### src/rtl/fpec_pkg.sv
// Package for the flash program/erase controller: offsets, fields, timing, types
package fpec_pkg;
    // ******
    // Timing
    // ******
    localparam int CLK_HZ = 10_000_000;
    localparam int PROG_TIME_MS = 10;
    localparam int ERASE_TIME_MS = 100;
    localparam int PROG_CYC = PROG_TIME_MS * (CLK_HZ / 1000);
    localparam int ERASE_CYC = ERASE_TIME_MS * (CLK_HZ / 1000);
    // ******
    // Array geometry
    // ******
    localparam int NUM_BLK = 12;
    localparam int UNIT_BYTES = 32;
    localparam int UNIT_WORDS = UNIT_BYTES / 4;
    localparam int ARR_AW = 18;
    localparam logic [17:0] SMALL_END = 18'h01000;
    localparam logic [17:0] MID_END = 18'h08000;
    localparam logic [3:0] MID_BLK = 4'h4;
    localparam logic [31:0] ERASED_WORD = 32'hffffffff;
    // ******
    // Register offsets and fields
    // ******
    localparam logic [7:0] OFF_CTRL = 8'h00;
    localparam logic [7:0] OFF_BLKSEL = 8'h04;
    localparam logic [7:0] OFF_EMU = 8'h08;
    localparam logic [7:0] OFF_STAT = 8'h0c;
    localparam logic [7:0] OFF_PADDR = 8'h10;
    localparam logic [7:0] OFF_RADDR = 8'h14;
    localparam logic [7:0] OFF_RDATA = 8'h18;
    localparam logic [7:0] OFF_BOOT = 8'h1c;
    localparam logic [7:0] OFF_PBUF = 8'h20;
    localparam int CB_HWEN = 7;
    localparam int CB_SWE = 6;
    localparam int CB_ESU = 5;
    localparam int CB_PSU = 4;
    localparam int CB_EV = 3;
    localparam int CB_PV = 2;
    localparam int CB_E = 1;
    localparam int CB_P = 0;
    localparam int ST_BUSY = 0;
    localparam int ST_DONE = 1;
    localparam int ST_REFUSED = 2;
    localparam int ST_MODE = 4;
    localparam int EMU_SEL = 8;
    localparam logic [7:0] CTRL_RST = 8'h00;
    // ******
    // Mode pins and autobaud
    // ******
    localparam logic [3:0] MP_BOOT = 4'h8;
    localparam logic [3:0] MP_PROGRAMMER = 4'hc;
    localparam int BAUD_W = 16;
    localparam logic [21:0] DIV9_MUL = 22'h000039;
    localparam int DIV9_SHIFT = 9;
    localparam logic [7:0] BOOT_ACK = 8'h00;
    typedef enum logic [1:0] {FM_USER, FM_USER_PROG, FM_BOOT, FM_PROGRAMMER} fpec_mode_e;
    typedef struct packed {
        logic prog;
        logic erase;
        logic [NUM_BLK-1:0] blocks;
        logic [ARR_AW-1:0] addr;
    } fpec_flash_cmd_s;
    typedef struct packed {
        logic we;
        logic [15:0] addr;
        logic [7:0] data;
    } fpec_ram_wr_s;
    // Erase block index of an array byte address
    function automatic logic [3:0] fpec_blk_of(input logic [17:0] a);
        if (a < SMALL_END) begin
            return {2'b00, a[11:10]};
        end
        if (a < MID_END) begin
            return MID_BLK;
        end
        return 4'({1'b0, a[17:15]}) + MID_BLK;
    endfunction : fpec_blk_of
endpackage : fpec_pkg

### src/rtl/fpec_top.sv
// Flash program/erase sequencer with AHB-Lite registers and serial boot loader
//
// The AHB-Lite slave port and the address map are this design's own decisions.
`timescale 1ns/1ps
// Function
// four array modes, only one active
// program 32 bytes in one operation
// erase one block at a time
// twelve blocks: 7x32k, 1x28k, 4x1k
// nominal 10 ms program, 100 ms erase
// mode taken from pins at reset
// user mode reads only, refuses program/erase
// program/erase only boot, user-program, programmer
// erased locations read all ones
// boot mode erases whole array
// user program mode erases whole blocks
// boot loader stores host program in RAM
// boot link measures host bit rate
// emulation block reads come from overlap RAM
// clearing overlap select restores flash reads
// software emulates only in user modes; the code allows emulation in every mode
// software programs only erased blocks; the code launches program without checking the erased map
// write-protect pin blocks program and erase
// high protect pin protects; flag shows inverse
// program bits accepted only in order
// erase bit needs erase setup first
// plain writes never change the array
module fpec_top import fpec_pkg::*; #(
    parameter int PROG_CYCLES = PROG_CYC,
    parameter int ERASE_CYCLES = ERASE_CYC
) (
    input wire logic clk_sys_i,
    input wire logic rstn_i,
    input wire logic mode_select_pin3_i,
    input wire logic mode_select_pin2_i,
    input wire logic mode_select_pin1_i,
    input wire logic mode_select_pin0_i,
    input wire logic hw_write_protect_pin_i,
    input wire logic boot_serial_rx_i,
    output logic boot_serial_tx_o,
    input wire logic hsel_i,
    input wire logic [31:0] haddr_i,
    input wire logic [1:0] htrans_i,
    input wire logic hwrite_i,
    input wire logic [2:0] hsize_i,
    input wire logic [31:0] hwdata_i,
    input wire logic hready_i,
    output logic [31:0] hrdata_o,
    output logic hreadyout_o,
    output logic hresp_o,
    output fpec_flash_cmd_s flash_cmd_o,
    output logic [UNIT_BYTES*8-1:0] flash_wdata_o,
    output logic [ARR_AW-1:0] flash_raddr_o,
    input wire logic [31:0] flash_rdata_i,
    input wire logic [31:0] ovl_rdata_i,
    output fpec_ram_wr_s boot_ram_wr_o,
    output fpec_mode_e mode_o
);
    // ******
    // Declarations
    // ******
    typedef enum {SQ_IDLE, SQ_PROG, SQ_ERASE} fpec_seq_e;
    typedef enum {BT_IDLE, BT_ARM, BT_MEAS, BT_WAIT, BT_START, BT_BITS, BT_STOP} fpec_boot_e;
    fpec_seq_e seq_reg;
    fpec_boot_e bt_reg;
    fpec_mode_e mode_reg;
    logic cap_done_reg;
    logic wr_pend_reg;
    logic [7:0] wr_addr_reg;
    logic [31:0] hrdata_reg;
    logic [7:0] ctrl_reg;
    logic [7:0] ctrl_next;
    logic [NUM_BLK-1:0] blksel_reg;
    logic [NUM_BLK-1:0] erased_reg;
    logic ovl_sel_reg;
    logic [3:0] emu_blk_reg;
    logic done_reg;
    logic refused_reg;
    logic [ARR_AW-1:0] paddr_reg;
    logic [ARR_AW-1:0] raddr_reg;
    logic [31:0] pbuf [UNIT_WORDS];
    logic [19:0] timer_reg;
    fpec_flash_cmd_s cmd_reg;
    logic [UNIT_BYTES*8-1:0] wdata_reg;
    logic [BAUD_W-1:0] per_reg;
    logic [BAUD_W-1:0] bcnt_reg;
    logic [3:0] bit_reg;
    logic [7:0] rx_shift_reg;
    logic locked_reg;
    fpec_ram_wr_s ram_wr_reg;
    logic [9:0] tx_shift_reg;
    logic [3:0] tx_bits_reg;
    logic [BAUD_W-1:0] tx_cnt_reg;
    logic [21:0] meas_prod;
    logic ap_valid, we, ctrl_wr, hw_en, pgm_ok, accept, emu_hit, seq_end;
    logic prog_launch, erase_launch, refuse_now, abort;
    logic [NUM_BLK-1:0] erase_set;
    logic [31:0] rd_word;
    logic [31:0] rd_mux;

    // ******
    // Mode capture and protection
    // ******
    // Pins caught at the first edge after release
    always_ff @(posedge clk_sys_i or negedge rstn_i) begin
        if (!rstn_i) begin
            cap_done_reg <= 1'b0;
            mode_reg <= FM_USER;
        end else if (!cap_done_reg) begin
            cap_done_reg <= 1'b1;
            if ({mode_select_pin3_i, mode_select_pin2_i, mode_select_pin1_i, mode_select_pin0_i} == MP_BOOT) begin
                mode_reg <= FM_BOOT;
            end else if ({mode_select_pin3_i, mode_select_pin2_i,
                          mode_select_pin1_i, mode_select_pin0_i} == MP_PROGRAMMER) begin
                mode_reg <= FM_PROGRAMMER;
            end else if (!hw_write_protect_pin_i) begin
                mode_reg <= FM_USER_PROG;
            end else begin
                mode_reg <= FM_USER;
            end
        end
    end

    // Low protect pin enables writes
    assign hw_en = ~hw_write_protect_pin_i;
    assign pgm_ok = hw_en && cap_done_reg && (mode_reg != FM_USER);
    assign mode_o = mode_reg;

    // ******
    // AHB-Lite slave, zero wait states
    // ******
    assign ap_valid = hsel_i && hready_i && htrans_i[1];
    assign we = wr_pend_reg;
    assign hreadyout_o = 1'b1;
    assign hresp_o = 1'b0;
    assign hrdata_o = hrdata_reg;

    // Address phase captured for the following data phase
    always_ff @(posedge clk_sys_i or negedge rstn_i) begin
        if (!rstn_i) begin
            wr_pend_reg <= 1'b0;
            wr_addr_reg <= 8'h00;
            hrdata_reg <= 32'h00000000;
        end else begin
            wr_pend_reg <= ap_valid && hwrite_i;
            wr_addr_reg <= haddr_i[7:0];
            if (ap_valid && !hwrite_i) begin
                hrdata_reg <= rd_mux;
            end
        end
    end

    // Array read path through the data window
    assign emu_hit = ovl_sel_reg && (fpec_blk_of(raddr_reg) == emu_blk_reg);
    assign flash_raddr_o = raddr_reg;
    always_comb begin
        if (emu_hit) begin
            rd_word = ovl_rdata_i;
        end else if (erased_reg[fpec_blk_of(raddr_reg)]) begin
            rd_word = ERASED_WORD;
        end else begin
            rd_word = flash_rdata_i;
        end
    end

    // Read decode; unmapped words read zero
    always_comb begin
        rd_mux = 32'h00000000;
        unique case (haddr_i[7:0])
            OFF_CTRL: rd_mux = {24'h000000, hw_en, ctrl_reg[6:0]};
            OFF_BLKSEL: rd_mux = {20'h00000, blksel_reg};
            OFF_EMU: rd_mux = {23'h000000, ovl_sel_reg, 4'h0, emu_blk_reg};
            OFF_STAT: rd_mux = {26'h0000000, mode_reg, 1'b0, refused_reg, done_reg, seq_reg != SQ_IDLE};
            OFF_PADDR: rd_mux = {14'h0000, paddr_reg};
            OFF_RADDR: rd_mux = {14'h0000, raddr_reg};
            OFF_RDATA: rd_mux = rd_word;
            OFF_BOOT: rd_mux = {15'h0000, locked_reg, per_reg};
            default: begin
                if (haddr_i[7:5] == OFF_PBUF[7:5]) begin
                    rd_mux = pbuf[haddr_i[4:2]];
                end
            end
        endcase
    end

    // ******
    // Control register and launch decisions
    // ******
    // Each bit lands only once its predecessor is already set
    always_comb begin
        ctrl_next = ctrl_reg;
        ctrl_next[CB_SWE] = hwdata_i[CB_SWE];
        if (ctrl_reg[CB_SWE]) begin
            ctrl_next[CB_ESU] = hwdata_i[CB_ESU];
            ctrl_next[CB_PSU] = hwdata_i[CB_PSU];
            ctrl_next[CB_EV] = hwdata_i[CB_EV];
            ctrl_next[CB_PV] = hwdata_i[CB_PV];
            ctrl_next[CB_E] = hwdata_i[CB_E] && ctrl_reg[CB_ESU];
            ctrl_next[CB_P] = hwdata_i[CB_P] && ctrl_reg[CB_PSU];
        end else begin
            ctrl_next[5:0] = 6'h00;
        end
        ctrl_next[CB_HWEN] = 1'b0;
    end

    assign ctrl_wr = we && (wr_addr_reg == OFF_CTRL) && hw_en;
    // More than one mode bit at once is refused
    assign accept = ctrl_wr && ($countones({ctrl_next[CB_P], ctrl_next[CB_E],
                                 ctrl_next[CB_PV], ctrl_next[CB_EV]}) <= 1);
    assign erase_set = (mode_reg == FM_BOOT) ? {NUM_BLK{1'b1}} : blksel_reg;
    assign prog_launch = accept && ctrl_next[CB_P] && !ctrl_reg[CB_P] && pgm_ok && seq_reg == SQ_IDLE;
    assign erase_launch = accept && ctrl_next[CB_E] && !ctrl_reg[CB_E] && pgm_ok && seq_reg == SQ_IDLE
                          && ((mode_reg == FM_BOOT) || $onehot(blksel_reg));
    assign refuse_now = (ctrl_wr && !accept)
                        || (accept && ctrl_next[CB_P] && !ctrl_reg[CB_P] && !prog_launch)
                        || (accept && ctrl_next[CB_E] && !ctrl_reg[CB_E] && !erase_launch);
    // Dropping the go bit releases the running mode
    assign abort = (seq_reg == SQ_PROG && !ctrl_reg[CB_P]) || (seq_reg == SQ_ERASE && !ctrl_reg[CB_E]);

    // Refused launch leaves the go bit clear; protect clears every control bit
    always_ff @(posedge clk_sys_i or negedge rstn_i) begin
        if (!rstn_i) begin
            ctrl_reg <= CTRL_RST;
        end else if (!hw_en) begin
            ctrl_reg <= CTRL_RST;
        end else if (accept) begin
            ctrl_reg <= ctrl_next;
            ctrl_reg[CB_P] <= ctrl_next[CB_P] && (ctrl_reg[CB_P] || prog_launch);
            ctrl_reg[CB_E] <= ctrl_next[CB_E] && (ctrl_reg[CB_E] || erase_launch);
        end
    end

    // Block select, emulation and address registers
    always_ff @(posedge clk_sys_i or negedge rstn_i) begin
        if (!rstn_i) begin
            blksel_reg <= '0;
            ovl_sel_reg <= 1'b0;
            emu_blk_reg <= 4'h0;
            paddr_reg <= '0;
            raddr_reg <= '0;
        end else if (we) begin
            if (wr_addr_reg == OFF_BLKSEL && ctrl_reg[CB_SWE]) begin
                blksel_reg <= hwdata_i[NUM_BLK-1:0];
            end
            if (wr_addr_reg == OFF_EMU) begin
                ovl_sel_reg <= hwdata_i[EMU_SEL];
                emu_blk_reg <= hwdata_i[3:0];
            end
            if (wr_addr_reg == OFF_PADDR) begin
                paddr_reg <= {hwdata_i[ARR_AW-1:5], 5'h00};
            end
            if (wr_addr_reg == OFF_RADDR) begin
                raddr_reg <= {hwdata_i[ARR_AW-1:2], 2'b00};
            end
        end
    end

    // Program unit buffer, one word per entry
    genvar g;
    generate
        for (g = 0; g < UNIT_WORDS; g++) begin : g_pbuf
            always_ff @(posedge clk_sys_i or negedge rstn_i) begin
                if (!rstn_i) begin
                    pbuf[g] <= ERASED_WORD;
                    wdata_reg[g*32 +: 32] <= ERASED_WORD;
                end else begin
                    if (we && wr_addr_reg == (OFF_PBUF + 8'(g * 4))) begin
                        pbuf[g] <= hwdata_i;
                    end
                    if (prog_launch) begin
                        wdata_reg[g*32 +: 32] <= pbuf[g];
                    end
                end
            end
        end
    endgenerate

    // ******
    // Program/erase sequencer
    // ******
    assign seq_end = (seq_reg != SQ_IDLE) && (timer_reg == 20'h00001);

    // Only this sequencer drives the array strobes
    always_ff @(posedge clk_sys_i or negedge rstn_i) begin
        if (!rstn_i) begin
            seq_reg <= SQ_IDLE;
            timer_reg <= 20'h00000;
            cmd_reg <= '0;
        end else begin
            unique case (seq_reg)
                SQ_IDLE: begin
                    if (prog_launch) begin
                        seq_reg <= SQ_PROG;
                        timer_reg <= 20'(PROG_CYCLES);
                        cmd_reg <= '{prog: 1'b1, erase: 1'b0, blocks: '0, addr: paddr_reg};
                    end else if (erase_launch) begin
                        seq_reg <= SQ_ERASE;
                        timer_reg <= 20'(ERASE_CYCLES);
                        cmd_reg <= '{prog: 1'b0, erase: 1'b1, blocks: erase_set, addr: '0};
                    end
                end
                SQ_PROG, SQ_ERASE: begin
                    timer_reg <= timer_reg - 20'h00001;
                    if (seq_end || abort) begin
                        seq_reg <= SQ_IDLE;
                        cmd_reg <= '0;
                    end
                end
            endcase
        end
    end
    assign flash_cmd_o = cmd_reg;
    assign flash_wdata_o = wdata_reg;

    // Erased map; programming a block makes the array visible again
    always_ff @(posedge clk_sys_i or negedge rstn_i) begin
        if (!rstn_i) begin
            erased_reg <= '0;
        end else if (seq_end && seq_reg == SQ_ERASE) begin
            erased_reg <= erased_reg | cmd_reg.blocks;
        end else if (seq_end && seq_reg == SQ_PROG) begin
            erased_reg[fpec_blk_of(cmd_reg.addr)] <= 1'b0;
        end
    end

    // Sticky status, write one to clear; a new event wins
    always_ff @(posedge clk_sys_i or negedge rstn_i) begin
        if (!rstn_i) begin
            done_reg <= 1'b0;
            refused_reg <= 1'b0;
        end else begin
            done_reg <= seq_end || (done_reg && !(we && wr_addr_reg == OFF_STAT && hwdata_i[ST_DONE]));
            refused_reg <= refuse_now
                           || (refused_reg && !(we && wr_addr_reg == OFF_STAT && hwdata_i[ST_REFUSED]));
        end
    end

    // ******
    // Boot loader: autobaud receiver and RAM writer
    // ******
    // Host opens with a zero byte: nine low bit times measured at once
    assign meas_prod = 22'(bcnt_reg) * DIV9_MUL;

    always_ff @(posedge clk_sys_i or negedge rstn_i) begin
        if (!rstn_i) begin
            bt_reg <= BT_IDLE;
            bcnt_reg <= '0;
            per_reg <= '0;
            bit_reg <= 4'h0;
            rx_shift_reg <= 8'h00;
            locked_reg <= 1'b0;
            ram_wr_reg <= '0;
        end else begin
            ram_wr_reg.we <= 1'b0;
            bcnt_reg <= bcnt_reg + 1'b1;
            unique case (bt_reg)
                BT_IDLE: begin
                    if (cap_done_reg && mode_reg == FM_BOOT && boot_serial_rx_i) begin
                        bt_reg <= BT_ARM;
                    end
                end
                BT_ARM: begin
                    bcnt_reg <= '0;
                    if (!boot_serial_rx_i) begin
                        bt_reg <= BT_MEAS;
                    end
                end
                BT_MEAS: begin
                    if (boot_serial_rx_i) begin
                        per_reg <= BAUD_W'(meas_prod >> DIV9_SHIFT);
                        locked_reg <= 1'b1;
                        bt_reg <= BT_WAIT;
                    end
                end
                BT_WAIT: begin
                    bcnt_reg <= '0;
                    if (!boot_serial_rx_i) begin
                        bt_reg <= BT_START;
                    end
                end
                BT_START: begin
                    if (bcnt_reg >= (per_reg >> 1)) begin
                        bcnt_reg <= '0;
                        bit_reg <= 4'h0;
                        bt_reg <= boot_serial_rx_i ? BT_WAIT : BT_BITS;
                    end
                end
                BT_BITS: begin
                    if (bcnt_reg >= per_reg) begin
                        bcnt_reg <= '0;
                        rx_shift_reg <= {boot_serial_rx_i, rx_shift_reg[7:1]};
                        bit_reg <= bit_reg + 4'h1;
                        if (bit_reg == 4'h7) begin
                            bt_reg <= BT_STOP;
                        end
                    end
                end
                BT_STOP: begin
                    if (bcnt_reg >= per_reg) begin
                        // Framing error drops the byte without moving the pointer
                        if (boot_serial_rx_i) begin
                            ram_wr_reg.we <= 1'b1;
                            ram_wr_reg.data <= rx_shift_reg;
                        end
                        bt_reg <= BT_WAIT;
                    end
                end
            endcase
            if (ram_wr_reg.we) begin
                ram_wr_reg.addr <= ram_wr_reg.addr + 16'h0001;
            end
        end
    end
    assign boot_ram_wr_o = ram_wr_reg;

    // Acknowledge byte sent once at the measured rate
    always_ff @(posedge clk_sys_i or negedge rstn_i) begin
        if (!rstn_i) begin
            tx_shift_reg <= 10'h3ff;
            tx_bits_reg <= 4'h0;
            tx_cnt_reg <= '0;
        end else if (bt_reg == BT_MEAS && boot_serial_rx_i) begin
            tx_shift_reg <= {1'b1, BOOT_ACK, 1'b0};
            tx_bits_reg <= 4'ha;
            tx_cnt_reg <= '0;
        end else if (tx_bits_reg != 4'h0) begin
            tx_cnt_reg <= tx_cnt_reg + 1'b1;
            if (tx_cnt_reg >= per_reg) begin
                tx_cnt_reg <= '0;
                tx_shift_reg <= {1'b1, tx_shift_reg[9:1]};
                tx_bits_reg <= tx_bits_reg - 4'h1;
            end
        end
    end
    assign boot_serial_tx_o = tx_shift_reg[0];
endmodule : fpec_top

### config.mk
export PLATFORM = sky130hd
export DESIGN_NAME = fpec_top
export DESIGN_NICKNAME = d
export VERILOG_FILES = /design/src/rtl/fpec_pkg.sv /design/src/rtl/fpec_top.sv
export SDC_FILE = /design/constraint.sdc
export NUM_CORES = 2
export LEC_CHECK = 0
export BUFFER_PORTS_ARGS = -buffer_cell sky130_fd_sc_hd__buf_2
export CAP_MARGIN = 20
export CORE_UTILIZATION = 60
export CTS_CLUSTER_DIAMETER = 200
export CTS_CLUSTER_SIZE = 10
export DETAILED_ROUTE_END_ITERATION = 16
export GPL_ROUTABILITY_DRIVEN = 0
export PLACE_DENSITY = 0.8
export SETUP_SLACK_MARGIN = 0.15
export SYNTH_ARGS = -nofsm -noshare
export SYNTH_HDL_FRONTEND = slang
export SYNTH_SLANG_ARGS = --single-unit
### constraint.sdc
create_clock -name clk_sys_i -period 11 [get_ports clk_sys_i]
set_clock_uncertainty 0.1 [all_clocks]
set_input_delay 3.3 -clock clk_sys_i [delete_from_list [all_inputs] [get_ports clk_sys_i]]
set_output_delay 3.3 -clock clk_sys_i [all_outputs]
set_load 0.03 [all_outputs]
# Yosys cells after proc, flatten, opt, wreduce, memory -nomap -nowiden
# Index checks and enable logic that the tools add are counted.
# W data, S select, Z words.
# totals
reg_bits,836
out_inout_bits,368
word_cells,313
# op_classes
addsub,22
mul,1
order_cmp,12
eq_ne,49
mux,84
n_bitwise,5
reduce_logical,92
# op_table
cell,n
$mux W32,18
$pmux W32 S8,1
$pmux W32 S7,1
$eq A32 B3 Y1 const B,5
$eq A32 B2 Y1 const B,4
$pmux W32 S2,2
$bmux W32 S3,1
$logic_not A32 Y1,3
$mux W16,5
$mux W4,18
$eq A32 B1 Y1 const B,2
$eq A8 B6 Y1 const B,8
$logic_and A1 B1 Y1,49
$add A16 B1 Y16 const B,3
$eq A8 B5 Y1 const B,6
$pmux W16 S3,1
$mux W20,2
$pmux W20 S2,1
$lt A18 B13 Y1 const B,2
$lt A18 B16 Y1 const B,2
$mux W12,3
$eq A8 B4 Y1 const B,4
$ge A16 B13 Y1,2
$reduce_bool A32 Y1,1
other kinds (47),121

# Longest topological paths before layout
# logic_depth
ltp_word,20
ltp_mapped,18
ltp_nobuf,17

# Worst setup path before layout
# No wires, ideal clock.
# synth_path
kind,input port to flip-flop
from,in hwdata_i[3]
to,"reg wdata_reg[0], in the netlist flash_wdata_o[0]"
setup_time_ns,0.082
arrival_ns,6.409
t_required_ns,10.818
setup_slack_ns,4.408
cell_stages,15
path_buffers,4
cell_sequence,clkbuf_1 nand2_1 fa_1 inv_1 ha_1 inv_1 ha_1 nor2_1 a22oi_1 or4b_4 or3_4 buf_6 buf_6 buf_6 mux2_4
# synth_via
elab_chain_cells,9
# synth_rtl
item,line_no,rtl
from (decl),fpec_top.sv:46,"input wire logic [31:0] hwdata_i,"
$mux W6,fpec_top.sv:193,if (ctrl_reg[CB_SWE]) begin
$add A1 B1 Y2 (implied by the code),fpec_top.sv:208,"assign accept = ctrl_wr && ($countones({ctrl_next[CB_P], ctrl_next[CB_E],"
$add A2 B2 Y3 (implied by the code),fpec_top.sv:208,
$le A3 B1 Y1,fpec_top.sv:209,"ctrl_next[CB_PV], ctrl_next[CB_EV]}) <= 1);"
$logic_and A1 B1 Y1,fpec_top.sv:208,
$logic_and A1 B1 Y1 (4 in series),fpec_top.sv:211,assign prog_launch = accept && ctrl_next[CB_P] && !ctrl_reg[CB_P] && pgm_ok && seq_reg == SQ_IDLE;
"to (signal, indexed assignment)",fpec_top.sv:271,wdata_reg[g*32 +: 32] <= pbuf[g];
to (decl),fpec_top.sv:84,logic [UNIT_BYTES*8-1:0] wdata_reg;
# No other way between the ends.
# A chain may end at the register's enable or synchronous reset.

# Worst setup path after layout
# layout_path
from,in hwdata_i[1]
to,"reg wdata_reg[148], in the netlist flash_wdata_o[148]"
# layout_via
elab_chain_cells,10
# layout_rtl
item,line_no,rtl
$logic_and A1 B1 Y1,fpec_top.sv:198,ctrl_next[CB_E] = hwdata_i[CB_E] && ctrl_reg[CB_ESU];
$mux W6,fpec_top.sv:193,
$add A1 B1 Y2 (implied by the code),fpec_top.sv:208,
$add A2 B2 Y3 (implied by the code),fpec_top.sv:208,
$le A3 B1 Y1,fpec_top.sv:209,
$logic_and A1 B1 Y1,fpec_top.sv:208,
$logic_and A1 B1 Y1 (4 in series),fpec_top.sv:211,
# No other way between the ends.

==> impl_metrics.py <==
metrics = {
    "run_status": {
        "outcome": "finished, final reports clean",
    },
    "clock_tree": {
        "cts.sinks": 769,
        "htreeDepth": 3,
        "post-cts-setup-buffers": 0,
        "cts_tree": "built",
        "numCtsBuffers": 86,
        "hold_buffers": 0,
        "cts_root_buf": "clkbuf_16",
        "clkLatencyLatePin_ns": 0.64,
        "cts.path.max_buffers": 3,
        "post_cts_resized": 0,
        "clkTransAtPathRegs_ns": 0.06,
    },
    "sta": {
        "final_hold_viol_count": 0,
        "setup_viol": 0,
        "finalCritPeriodShare": 0.672,
        "slew_headroom": 0.245,
        "rsz0062_at_grt": "false",
        "setup_ws_ns": 3.60,
        "slew_viol_final": 0,
        "finalSetupTns_ns": 0,
        "min_period_ns": 7.40,
        "timing.fmax_mhz": 135,
        "tightest_slew_ns": 1.13,
    },
    "power_and_ir_drop": {
        "p_seq_frac": 0.499,
        "clkPwrFrac": 0.425,
        "p_int_uw": 4570,
        "p_switching_uw": 1490,
        "p_comb_frac": 0.075,
        "p_per_area_nw_per_um2": 142,
        "swShare": 0.245,
        "ir_drop_uv": 118,
        "p_leak_uw": 0.0203,
    },
    "cells_and_area": {
        "finalNetCount": 3457,
        "layout_commonest_cell": "dfstp_2",
        "layout-area-overhead-vs-synth_pct": 14.7,
        "utilization": 0.701,
        "layout_common_cells": "dfstp_2 (521), buf_2 (471), mux2_2 (387)",
        "drive_gt1_frac": 0.565,
    },
    "worst_setup_path": {
        "endpoint": "flash_wdata_o[148]",
        "cp.required_ns": 11.45,
        "crit_path_max_fanout": 41,
        "r2r_end": "seq_reg[0]",
        "crit_type": "input pin to register",
        "worst_setup_path_end_kind": "register",
        "reg2reg_from": "blksel_reg[0]",
        "arrival_ns": 7.85,
        "reg2reg_slack_ns": 5.37,
        "startpoint": "hwdata_i[1]",
        "cp-start-kind": "input pin",
        "r2r_cells": 17,
    },
    "place": {
        "dpl.hpwl_um": 71600,
        "portBuffers": 474,
        "place_ws_ns": 2.99,
    },
    "route": {
        "initialDrtViolationCount": 2372,
        "via_per_inst": 6.26,
        "drt-pass1-iter-count": 6,
        "post-route-drc-count": 0,
        "wl_per_cell_um": 26.2,
        "vias": 25021,
        "wirelength_um": 105000,
        "postRouteAntennaNets": 0,
    },
    "global_routing": {
        "antenna_found_initial": 13,
        "grt_pass1_vias": 25696,
        "gr-usage-all-layers": 0.333,
        "overflow": 0,
        "grt_max_degree": 192,
        "grt_first_pass_wirelength_um": 159000,
    },
    "flow_run": {
        "max-cap-violations": 0,
    },
    "floorplan": {
        "row_count": 90,
        "dieArea_sq_um": 62900,
        "start_util": 0.611,
        "fp.dieH_um": 251,
        "core_sq_um": 60800,
        "ioPinCount": 512,
        "die_width_um": 251,
    },
    "yosys": {
        "synth_top_flop_cell": "dfstp_2",
        "synthCells": 2708,
        "synth_edf_count": 0,
        "ys_ff_latch": 769,
        "seq_area_frac_synth": 0.535,
        "ys_types": 76,
        "synth_warnings": 0,
        "synth_area_sq_um": 37200,
        "ys_async_sr_fraction": 1.00,
        "avgSynthCellArea_sq_um": 13.7,
    },
    "worst_hold_path": {
        "hold_class": "register to register",
    },
}
## metrics by stage
step                instances  hold slack, ns  area, sq um  power, uW
global placement         3854           0.356        40100       3490
global route             3993           0.399        42600       6250
finish                   3995           0.376        42600       6050
floorplan                2716           0.336        37200       3300
detailed placement       3855           0.366        40100       3520
CTS                      3982           0.378        42500       6090
## layer usage
| layer | GRT usage | vias to the layer above | share of wire |
|---|---|---|---|
| li1 | - | 10684 | - |
| met1 | 0.426 | 13021 | 0.39 |
| met2 | 0.545 | 1058 | 0.48 |
| met3 | 0.0741 | 248 | 0.077 |
| met4 | 0.154 | 10 | 0.046 |
| met5 | 0 | - | 0.00060 |
## worst max-delay path: stages
cell	delay, ns
buf_2	0.27
nand3_1	0.21
fa_1	0.51
inv_1	0.07
ha_1	0.17
inv_1	0.07
ha_1	0.27
nor2_1	0.04
a22oi_1	0.31
or4b_4	0.21
or3_4	0.57
buf_4	0.68
buf_4	0.66
mux2_2	0.42
## cell usage after synthesis (22+ instances only)
cell,count,area [sq um]
xnor2_1,24,210
clkbuf_1,75,282
nand4_1,22,138
nor3_1,29,145
mux4_2,67,1510
nor2_1,109,409
a22o_1,29,254
mux2_2,387,4360
nand2_1,202,758
fa_1,34,681
ha_1,112,1400
inv_1,67,251
buf_1,33,124
nand3_1,38,190
o21ai_0,85,425
buf_6,24,270
dfrtp_1,248,6210
o221ai_1,33,289
xor2_1,26,228
mux2_4,197,2960
a22oi_1,23,173
and3_1,24,150
a21oi_1,74,370
dfstp_2,521,13700
## final cells by class
class                           count  area (sq um)
Inverter                           70           263
Multi-Input combinational cell   1721         16300
Sequential cell                   769         19900
Clock inverter                      5          87.6
Fill cell                        3973         18200
Timing Repair Buffer              519          2800
Tap cell                          782           978
Antenna cell                        7          17.5
Clock buffer                      122          2330
## power groups by stage
stage	Sequential, uW	Clock, uW	Combinational [uW]
2_1_floorplan	3110	0	186
3_3_place_gp	3050	0	438
3_5_place_dp	3060	0	456
4_1_cts	3020	2620	458
5_1_grt	3030	2720	492
6_report	3020	2570	456
## how the worst min path moves through the flow
| stage | start | end | slack [ns] | cells after the start |
|---|---|---|---|---|
| global route | done_reg | done_reg | 0.40 | 1 |
| finish | done_reg | done_reg | 0.38 | 1 |
| detailed placement | done_reg | done_reg | 0.37 | 1 |
| CTS | done_reg | done_reg | 0.38 | 1 |
| floorplan | locked_reg | locked_reg | 0.34 | 1 |
| global placement | done_reg | done_reg | 0.36 | 1 |
## kinds of logic (layout without fill, tap and decap cells)
logic type	Yosys count	in the layout	share of synthesized area
compound gates	346	346	0.0632
other cells	2	17	0.000202
flops	769	769	0.535
mux	658	658	0.239
simple gates	511	511	0.0649
fa+ha+maj	146	146	0.0560
buf+inv	226	716	0.0292
xor+xnor	50	50	0.0118
Note: power is estimated with default switching activity, not from simulation.
